--- src/verilog/ioexp_defines.vh ---
// constants shared by the expander port and interrupt logic
`ifndef IOEXP_DEFINES_VH
`define IOEXP_DEFINES_VH

// register bus widths
`define ADDR_W        5
`define IDX_W         4
`define DATA_W        8
`define PORT_W        8
`define PINS_W        16

// register index, byte address = {index, port select}
`define IDX_DIR       4'h0
`define IDX_EN        4'h2
`define IDX_DEF       4'h3
`define IDX_SRC       4'h4
`define IDX_CFG       4'h5
`define IDX_PU        4'h6
`define IDX_FLAG      4'h7
`define IDX_CAP       4'h8
`define IDX_PORT      4'h9
`define IDX_LAT       4'hA

// address fields
`define ADDR_PORT_BIT 0
`define ADDR_IDX_HI   4
`define ADDR_IDX_LO   1

// expander_config fields
`define CFG_MIRROR    6
`define CFG_OPEN      2
`define CFG_POL       1
`define CFG_WMASK     8'hFE

// reset values
`define RST_DIR       16'hFFFF
`define RST_ZERO16    16'h0000
`define RST_ZERO8     8'h00
`define RST_CFG       8'h00

`endif

--- src/verilog/io_expander_port_interrupt_logic.v ---
// port registers, pin paths and interrupt outputs of a 16-bit expander
`timescale 1ns/1ps
`default_nettype none
`include "ioexp_defines.vh"

module io_expander_port_interrupt_logic
(
  // clock and reset
  input  wire                 clk_i,
  input  wire                 srst_i,
  // register access from the serial protocol engine
  input  wire [`ADDR_W-1:0]   reg_addr_i,
  input  wire                 reg_wr_i,
  input  wire [`DATA_W-1:0]   reg_wdata_i,
  input  wire                 reg_rd_i,
  input  wire                 rd_lsb_done_i,
  output reg  [`DATA_W-1:0]   reg_rdata_o,
  output reg                  reg_rvalid_o,
  // port pins, second port in the upper byte
  input  wire [`PINS_W-1:0]   pins_i,
  output reg  [`PINS_W-1:0]   pins_o,
  output reg  [`PINS_W-1:0]   pins_oe_o,
  output reg  [`PINS_W-1:0]   pullup_o,
  // interrupt pads
  output reg                  irq_out_first_o,
  output reg                  irq_out_first_oe_o,
  output reg                  irq_out_second_o,
  output reg                  irq_out_second_oe_o
);

  ////////////////////////////////////////////////////////////////////////////
  // helpers

  function [`DATA_W-1:0] get_byte;
    input [`PINS_W-1:0] v;
    input               sel;
    begin
      get_byte = sel ? v[`PINS_W-1:`PORT_W] : v[`PORT_W-1:0];
    end
  endfunction

  function [`PINS_W-1:0] put_byte;
    input [`PINS_W-1:0] v;
    input               sel;
    input [`DATA_W-1:0] d;
    begin
      put_byte = sel ? {d, v[`PORT_W-1:0]} : {v[`PINS_W-1:`PORT_W], d};
    end
  endfunction

  // pad value and enable from the internal active-high request
  function [1:0] pad_drive;
    input active;
    input open_drain;
    input pol_high;
    begin
      if (open_drain)
        pad_drive = {1'b0, active};
      else
        pad_drive = {~(active ^ pol_high), 1'b1};
    end
  endfunction

  ////////////////////////////////////////////////////////////////////////////
  // declarations

  reg  [`PINS_W-1:0]  pin_meta_r;
  reg  [`PINS_W-1:0]  pin_sync_r;

  reg  [`PINS_W-1:0]  dir_r;
  reg  [`PINS_W-1:0]  en_r;
  reg  [`PINS_W-1:0]  def_r;
  reg  [`PINS_W-1:0]  src_r;
  reg  [`PINS_W-1:0]  pu_r;
  reg  [`PINS_W-1:0]  lat_r;
  reg  [`DATA_W-1:0]  cfg_r;

  reg  [1:0]          clr_arm_r;
  wire [1:0]          clr_port;

  wire [`IDX_W-1:0]   idx;
  wire                psel;
  wire                rd_clears;

  wire [`PORT_W-1:0]  flags_a;
  wire [`PORT_W-1:0]  flags_b;
  wire [`PORT_W-1:0]  cap_a;
  wire [`PORT_W-1:0]  cap_b;
  wire                irq_a;
  wire                irq_b;
  wire                req_first;
  wire                req_second;
  wire [1:0]          drv_first;
  wire [1:0]          drv_second;

  reg  [`DATA_W-1:0]  rdata_nxt;

  ////////////////////////////////////////////////////////////////////////////
  // pin synchroniser

  // pins are asynchronous to clk_i, so two flops before any use
  always @(posedge clk_i)
  begin
    if (srst_i)
    begin
      pin_meta_r <= `RST_ZERO16;
      pin_sync_r <= `RST_ZERO16;
    end
    else
    begin
      pin_meta_r <= pins_i;
      pin_sync_r <= pin_meta_r;
    end
  end

  ////////////////////////////////////////////////////////////////////////////
  // address decode

  assign idx       = reg_addr_i[`ADDR_IDX_HI:`ADDR_IDX_LO];
  assign psel      = reg_addr_i[`ADDR_PORT_BIT];
  assign rd_clears = (idx == `IDX_PORT) | (idx == `IDX_CAP);

  ////////////////////////////////////////////////////////////////////////////
  // register writes

  always @(posedge clk_i)
  begin
    if (srst_i)
    begin
      dir_r <= `RST_DIR;
      en_r  <= `RST_ZERO16;
      def_r <= `RST_ZERO16;
      src_r <= `RST_ZERO16;
      pu_r  <= `RST_ZERO16;
      lat_r <= `RST_ZERO16;
      cfg_r <= `RST_CFG;
    end
    else if (reg_wr_i)
    begin
      case (idx)
        `IDX_DIR:
          dir_r <= put_byte(dir_r, psel, reg_wdata_i);
        `IDX_EN:
          en_r  <= put_byte(en_r, psel, reg_wdata_i);
        `IDX_DEF:
          def_r <= put_byte(def_r, psel, reg_wdata_i);
        `IDX_SRC:
          src_r <= put_byte(src_r, psel, reg_wdata_i);
        `IDX_CFG:
          cfg_r <= reg_wdata_i & `CFG_WMASK;
        `IDX_PU:
          pu_r  <= put_byte(pu_r, psel, reg_wdata_i);
        `IDX_PORT:
          lat_r <= put_byte(lat_r, psel, reg_wdata_i);
        `IDX_LAT:
          lat_r <= put_byte(lat_r, psel, reg_wdata_i);
        default:
          // flag and capture writes fall here and are dropped
          lat_r <= lat_r;
      endcase
    end
  end

  ////////////////////////////////////////////////////////////////////////////
  // register reads

  always @*
  begin
    rdata_nxt = `RST_ZERO8;
    case (idx)
      `IDX_DIR:
        rdata_nxt = get_byte(dir_r, psel);
      `IDX_EN:
        rdata_nxt = get_byte(en_r, psel);
      `IDX_DEF:
        rdata_nxt = get_byte(def_r, psel);
      `IDX_SRC:
        rdata_nxt = get_byte(src_r, psel);
      `IDX_CFG:
        rdata_nxt = cfg_r;
      `IDX_PU:
        rdata_nxt = get_byte(pu_r, psel);
      `IDX_FLAG:
        rdata_nxt = psel ? flags_b : flags_a;
      `IDX_CAP:
        rdata_nxt = psel ? cap_b : cap_a;
      `IDX_PORT:
        rdata_nxt = get_byte(pin_sync_r, psel);
      `IDX_LAT:
        rdata_nxt = get_byte(lat_r, psel);
      default:
        rdata_nxt = `RST_ZERO8;
    endcase
  end

  always @(posedge clk_i)
  begin
    if (srst_i)
    begin
      reg_rdata_o  <= `RST_ZERO8;
      reg_rvalid_o <= 1'b0;
    end
    else
    begin
      reg_rvalid_o <= reg_rd_i;
      if (reg_rd_i)
        reg_rdata_o <= rdata_nxt;
    end
  end

  ////////////////////////////////////////////////////////////////////////////
  // read-clear tracking

  // the clear waits for the lsb, so a read aborted early leaves it pending
  always @(posedge clk_i)
  begin
    if (srst_i)
      clr_arm_r <= 2'b00;
    else if (reg_rd_i)
      clr_arm_r <= rd_clears ? {psel, ~psel} : 2'b00;
    else if (rd_lsb_done_i)
      clr_arm_r <= 2'b00;
  end

  assign clr_port = {2{rd_lsb_done_i}} & clr_arm_r;

  ////////////////////////////////////////////////////////////////////////////
  // per-port interrupt units

  ioc_port_unit u_port_first
  (
    .clk_i     (clk_i),
    .srst_i    (srst_i),
    .pins_i    (pin_sync_r[`PORT_W-1:0]),
    .dir_in_i  (dir_r[`PORT_W-1:0]),
    .irq_en_i  (en_r[`PORT_W-1:0]),
    .src_def_i (src_r[`PORT_W-1:0]),
    .def_val_i (def_r[`PORT_W-1:0]),
    .clr_i     (clr_port[0]),
    .flags_o   (flags_a),
    .cap_o     (cap_a),
    .irq_o     (irq_a)
  );

  ioc_port_unit u_port_second
  (
    .clk_i     (clk_i),
    .srst_i    (srst_i),
    .pins_i    (pin_sync_r[`PINS_W-1:`PORT_W]),
    .dir_in_i  (dir_r[`PINS_W-1:`PORT_W]),
    .irq_en_i  (en_r[`PINS_W-1:`PORT_W]),
    .src_def_i (src_r[`PINS_W-1:`PORT_W]),
    .def_val_i (def_r[`PINS_W-1:`PORT_W]),
    .clr_i     (clr_port[1]),
    .flags_o   (flags_b),
    .cap_o     (cap_b),
    .irq_o     (irq_b)
  );

  ////////////////////////////////////////////////////////////////////////////
  // interrupt routing and pads

  // mirrored pads stay active while either port has an interrupt pending
  assign req_first  = cfg_r[`CFG_MIRROR] ? (irq_a | irq_b) : irq_a;
  assign req_second = cfg_r[`CFG_MIRROR] ? (irq_a | irq_b) : irq_b;

  assign drv_first  = pad_drive(req_first, cfg_r[`CFG_OPEN], cfg_r[`CFG_POL]);
  assign drv_second = pad_drive(req_second, cfg_r[`CFG_OPEN], cfg_r[`CFG_POL]);

  // reset value is push-pull active-low, idle level high
  always @(posedge clk_i)
  begin
    if (srst_i)
    begin
      irq_out_first_o     <= 1'b1;
      irq_out_first_oe_o  <= 1'b1;
      irq_out_second_o    <= 1'b1;
      irq_out_second_oe_o <= 1'b1;
    end
    else
    begin
      irq_out_first_o     <= drv_first[1];
      irq_out_first_oe_o  <= drv_first[0];
      irq_out_second_o    <= drv_second[1];
      irq_out_second_oe_o <= drv_second[0];
    end
  end

  ////////////////////////////////////////////////////////////////////////////
  // pin drivers and pull-ups

  // direction bit 1 means input; pull-ups never fight an output
  always @(posedge clk_i)
  begin
    if (srst_i)
    begin
      pins_o    <= `RST_ZERO16;
      pins_oe_o <= `RST_ZERO16;
      pullup_o  <= `RST_ZERO16;
    end
    else
    begin
      pins_o    <= lat_r;
      pins_oe_o <= ~dir_r;
      pullup_o  <= pu_r & dir_r;
    end
  end

endmodule // io_expander_port_interrupt_logic

`default_nettype wire

--- src/verilog/ioc_port_unit.v ---
// change detection, capture, flags and clear for one 8-bit port
`timescale 1ns/1ps
`default_nettype none
`include "ioexp_defines.vh"

module ioc_port_unit
(
  // clock and reset
  input  wire                 clk_i,
  input  wire                 srst_i,
  // synchronised pin levels and per-pin setup
  input  wire [`PORT_W-1:0]   pins_i,
  input  wire [`PORT_W-1:0]   dir_in_i,
  input  wire [`PORT_W-1:0]   irq_en_i,
  input  wire [`PORT_W-1:0]   src_def_i,
  input  wire [`PORT_W-1:0]   def_val_i,
  // clear request after lsb of a port or capture read
  input  wire                 clr_i,
  // state
  output reg  [`PORT_W-1:0]   flags_o,
  output reg  [`PORT_W-1:0]   cap_o,
  output reg                  irq_o
);

  reg  [`PORT_W-1:0] ref_r;
  wire [`PORT_W-1:0] ref_eff;
  wire [`PORT_W-1:0] qual;
  wire [`PORT_W-1:0] cond;
  wire               fire;

  ////////////////////////////////////////////////////////////////////////////
  // detection

  // on a clear the reference becomes the captured level
  assign ref_eff = clr_i ? cap_o : ref_r;
  assign qual    = irq_en_i & dir_in_i;
  assign cond    = qual & ((src_def_i & (pins_i ^ def_val_i))
                        | (~src_def_i & (pins_i ^ ref_eff)));
  // pending interrupt blocks new ones; a clear re-arms in the same cycle
  assign fire    = (|cond) & (~irq_o | clr_i);

  ////////////////////////////////////////////////////////////////////////////
  // state

  always @(posedge clk_i)
  begin
    if (srst_i)
    begin
      flags_o <= `RST_ZERO8;
      cap_o   <= `RST_ZERO8;
      irq_o   <= 1'b0;
      ref_r   <= `RST_ZERO8;
    end
    else
    begin
      if (fire)
      begin
        irq_o   <= 1'b1;
        cap_o   <= pins_i;
        flags_o <= cond;
      end
      else if (clr_i)
      begin
        irq_o   <= 1'b0;
        flags_o <= `RST_ZERO8;
      end
      if (clr_i)
        ref_r <= cap_o;
      else if (~irq_o & ~(|cond))
        ref_r <= pins_i;
    end
  end

endmodule // ioc_port_unit

`default_nettype wire

--- config.mk ---
export PLATFORM = sky130hd
export DESIGN_NAME = io_expander_port_interrupt_logic
export DESIGN_NICKNAME = d
export VERILOG_FILES = /design/src/verilog/io_expander_port_interrupt_logic.v /design/src/verilog/ioc_port_unit.v
export VERILOG_INCLUDE_DIRS = /design/src /design/src/verilog
export SDC_FILE = /design/constraint.sdc
export NUM_CORES = 1
export LEC_CHECK = 0
export ABC_AREA = 1
export BUFFER_PORTS_ARGS = -buffer_cell sky130_fd_sc_hd__clkbuf_2
export CAP_MARGIN = 20
export CORE_MARGIN = 2
export CORE_UTILIZATION = 40
export DETAILED_ROUTE_END_ITERATION = 10
export MAX_ROUTING_LAYER = met4
export PLACE_DENSITY = 0.57
export SKIP_LAST_GASP = 1
export SYNTH_ARGS = -nofsm -noshare
export SYNTH_HDL_FRONTEND = slang
export SYNTH_SLANG_ARGS = --single-unit
--- constraint.sdc ---
create_clock -name clk_i -period 4.3 [get_ports clk_i]
set_clock_uncertainty 0.1 [all_clocks]
set_input_delay 0.645 -clock clk_i [delete_from_list [all_inputs] [get_ports clk_i]]
set_output_delay 0.645 -clock clk_i [all_outputs]
set_load 0.02 [all_outputs]
==> impl_results.md <==
* Outcome: completed
* Data arrival time of the critical path at between 3 and 4 ns
* Predominant post-synthesis flop cell: sky130_fd_sc_hd__dfxtp_1
* Layout area overhead at 14.0%
* Total of flip-flops plus latches after synthesis at 248
* Most frequent cell after synthesis: sky130_fd_sc_hd__nand2_1
* Highest clock frequency the design can meet at ~0.37 GHz
* Share of the yosys chip area belonging to registers at a little under half
* Floorplan die height at between 150 and 200 um
* Cell accounting for the most synthesized area: sky130_fd_sc_hd__dfxtp_1
* Synth Area in Compound Gates at approximately 17%
* Final Max Tran Viols at 0
* Via count of the first global-routing pass at around 9000
* RSZ-0062 raised after global routing: false
* DRC viols at 0
* Starting utilization of the core area at between 40% and 50%
* Largest driver fanout on the critical path at 34
* Final Hold Vio Count at 0
* Later-pin clock latency in the skew report at ~0.54 ns
* Core Area at roughly 0.027 mm2
* Number of H-tree levels at 1
* Pin slew with the least headroom to its limit at between 0.9 and 1 ns
* Total number of yosys warnings at 0
* Category of the critical setup timing path: flip-flop to flip-flop
* Count of fill cells added during filler insertion at between 2000 and 3000
* Launching element type of the critical path: flip-flop
* Final worst hold slack at roughly 0.19 ns
* Proportion of layout cells with a drive suffix above 1 at between 10% and 20%
* Simple-gate portion of the synthesized area at 26.7%
* Synthesized-area fraction occupied by adder cells at 0%
* Post-Syn Instances at approximately 1500
* Synth Cell Area at 0.0108 mm2
* Post-synthesis mux area share at 0%
* TritonCTS Sinks at around 250
* Period utilisation layout at a little over three fifths
* Fin area at 0.0123 mm2
* Pwr dens at around 420 mW/mm2
* Length of the first detailed-routing pass in iterations at 6
* Antenna violations before repair at 2
* Number of maximum-capacitance violations at 0
* Post-synth cell types at 33
* Initial DRC count at 1036
* Dominant combinational cell family by area after synthesis: simple AND/OR/NAND/NOR gates
* Fin Setup TNS at 0 ns
* Path category of the worst min-delay check: input pin to flip-flop
* FFs w/ async S/R, synth at 0%
* Share of the synthesized netlist area taken by xor and xnor gates at 0.163%
* Final min period at 2.69 ns
* Crit path capture type: flip-flop
* Total Die Area at approximately 0.028 mm2
* Standby leakage power at about 5 nW
* Clock slew at reported path FFs at roughly 0.060 ns
* Average instance area after synthesis at ~7.3 um2
* Maximum number of buffers from clock root to sink at 3
* Count of endpoints failing setup in the final report at 0
* Clock tree root driver cell: sky130_fd_sc_hd__clkbuf_16
* NumNets Final at approximately 1600
* Detail Placement HPWL at 25700 um
* Final Power at a little over 5 mW
* Data required time of the critical path at between 4 and 5 ns
* Placed cell area at roughly 0.011 mm2
* Remaining global-route overflow at 0
* Average vias per placed instance at around 5.3
* Ranking of synthesized cells by instance count: sky130_fd_sc_hd__nand2_1 (294), sky130_fd_sc_hd__dfxtp_1 (248), sky130_fd_sc_hd__inv_1 (172), sky130_fd_sc_hd__o21ai_0 (165), sky130_fd_sc_hd__nor2_1 (155)
* Top cell type's share of synthesized area at a little under half
* Antenna Violating Nets Remaining at 0
* Number of clock buffers inserted by TritonCTS at 27
* Placer congestion estimate at ~0.99
* TritonCTS clock tree: yes
* Number of post-CTS setup repair buffers at 0
* Vias at 9990
* Count of hold buffers inserted by post-cts repair at 0
* Cell row count at 60
* DR WL/cell at 19.0 um
* EDFF count, synth at 0
* Most area-consuming cells after synthesis: sky130_fd_sc_hd__dfxtp_1 (46%), sky130_fd_sc_hd__nand2_1 (10%), sky130_fd_sc_hd__o21ai_0 (7.7%)
* Worst-case vdd ir drop at around 0.00034 V
* Number of top-level pins at 95
* Max_slew headroom at a little over a third
* Global-route wire length before repair at ~54000 um
* Synthesized Nets at approximately 1500
* IO buf count at 94
* Resized Gates After CTS at 0
* Die Width at around 170 um
* Pin count of the biggest net entering global routing at about 100
* Global-route total usage across every layer at between 20% and 30%
* Final Routed Wirelength at roughly 36000 um
==> sequential cells by signal, indices dropped and copies added, names as in the netlist, 8 cells and up <==
name,cells
u_port_second.cap_o,8
en_r,16
src_r,16
pins_oe_o,16
u_port_second.flags_o,8
pins_o,16
pin_sync_r,16
lat_r,16
dir_r,16
u_port_first.flags_o,8
u_port_second.ref_r,8
pin_meta_r,16
pullup_o,16
u_port_first.cap_o,8
u_port_first.ref_r,8
def_r,16
pu_r,16
reg_rdata_o,8
==> power by group <==
part	internal (mW)	total, mW	switching [mW]
Clock	1.49	2.45	0.959
Combinational	0.0873	0.326	0.238
Sequential	2.35	2.38	0.0345
Total	3.92	5.15	1.23
==> cell families after synthesis <==
logic type | Yosys count
and+or+nand+nor | 618
AOI/OAI and AO/OA | 346
buffers and inverters | 258
DFF | 248
xor gates and xnor gates | 2
==> path summary, 6_finish.rpt <==
kind	end	slack, ns	startpoint	cells past startpoint
max	u_port_first.cap_o[5]$_SDFFE_PP0P_	1.61	clr_arm_r[0]$_SDFFE_PP0P_	13
min	pin_meta_r[4]$_SDFF_PP0_	0.19	pins_i[4]	3
max reg2reg	u_port_first.cap_o[5]$_SDFFE_PP0P_	1.61	clr_arm_r[0]$_SDFFE_PP0P_	13
min reg2reg	pin_sync_r[5]$_SDFF_PP0_	0.30	pin_meta_r[5]$_SDFF_PP0_	2
==> placed cells by master (no fill, tap or decap), drive strengths merged <==
cell type / netlist / layout
xor2: 2 / 2
clkinv: 4 / 5
o211ai: 1 / 1
nor3: 12 / 12
inv: 174 / 175
bufinv: 0 / 4
nand4: 7 / 7
nand2: 308 / 308
a21oi: 154 / 154
o21ai: 169 / 169
buf: 19 / 8
clkbuf: 61 / 133
o22ai: 11 / 11
nand3b: 38 / 38
nor2: 159 / 159
nand3: 94 / 94
diode: 0 / 2
a211oi: 5 / 5
dfxtp: 248 / 248
a221oi: 2 / 2
a22o: 4 / 4
clkinvlp: 0 / 3
==> per-stage QoR <==
step	utilization [%]	setup WS, ns	std cells
after floorplan	-	2.17	1472
after global placement	42.5	1.27	1833
after detailed placement	42.5	1.24	1833
after CTS	46.0	1.61	1883
after global routing	46.0	1.31	1885
final	46.0	1.61	1885
==> routing by layer <==
| metal | share of wire (%) | wire length [um] | global-route usage, % |
|---|---|---|---|
| met1 | 45 | 16100 | 35.4 |
| met4 | 3.6 | 1290 | 8.85 |
| met5 | 0 | 0 | - |
| met3 | 9.2 | 3290 | 5.12 |
| met2 | 42 | 15200 | 37.9 |
==> critical path: stages (launching register included) <==
cell and delay (ns):
sky130_fd_sc_hd__dfxtp_1 0.68, sky130_fd_sc_hd__nand2_4 0.40, sky130_fd_sc_hd__nand2_1 0.17, sky130_fd_sc_hd__nand3_1 0.10
sky130_fd_sc_hd__nand2_1 0.07, sky130_fd_sc_hd__nand2_1 0.05, sky130_fd_sc_hd__nand3_1 0.10, sky130_fd_sc_hd__nand2_1 0.10
sky130_fd_sc_hd__nor2_4 0.17, sky130_fd_sc_hd__nand2_4 0.12, sky130_fd_sc_hd__nand2_4 0.22, sky130_fd_sc_hd__inv_2 0.13
sky130_fd_sc_hd__nor2_1 0.11, sky130_fd_sc_hd__nor2_1 0.05
==> cell type report <==
type / count / area [um2] / area share (%)
antenna: 2 / 5.00 / 0.0408
clock buffer: 41 / 778 / 6.34
clock inverter: 9 / 156 / 1.27
inverter: 178 / 668 / 5.45
multi-input combinational: 966 / 4740 / 38.6
sequential: 248 / 4960 / 40.5
tap: 341 / 427 / 3.48
timing repair buffer: 100 / 531 / 4.32
No activity file was read; power rests on OpenSTA's default activity.
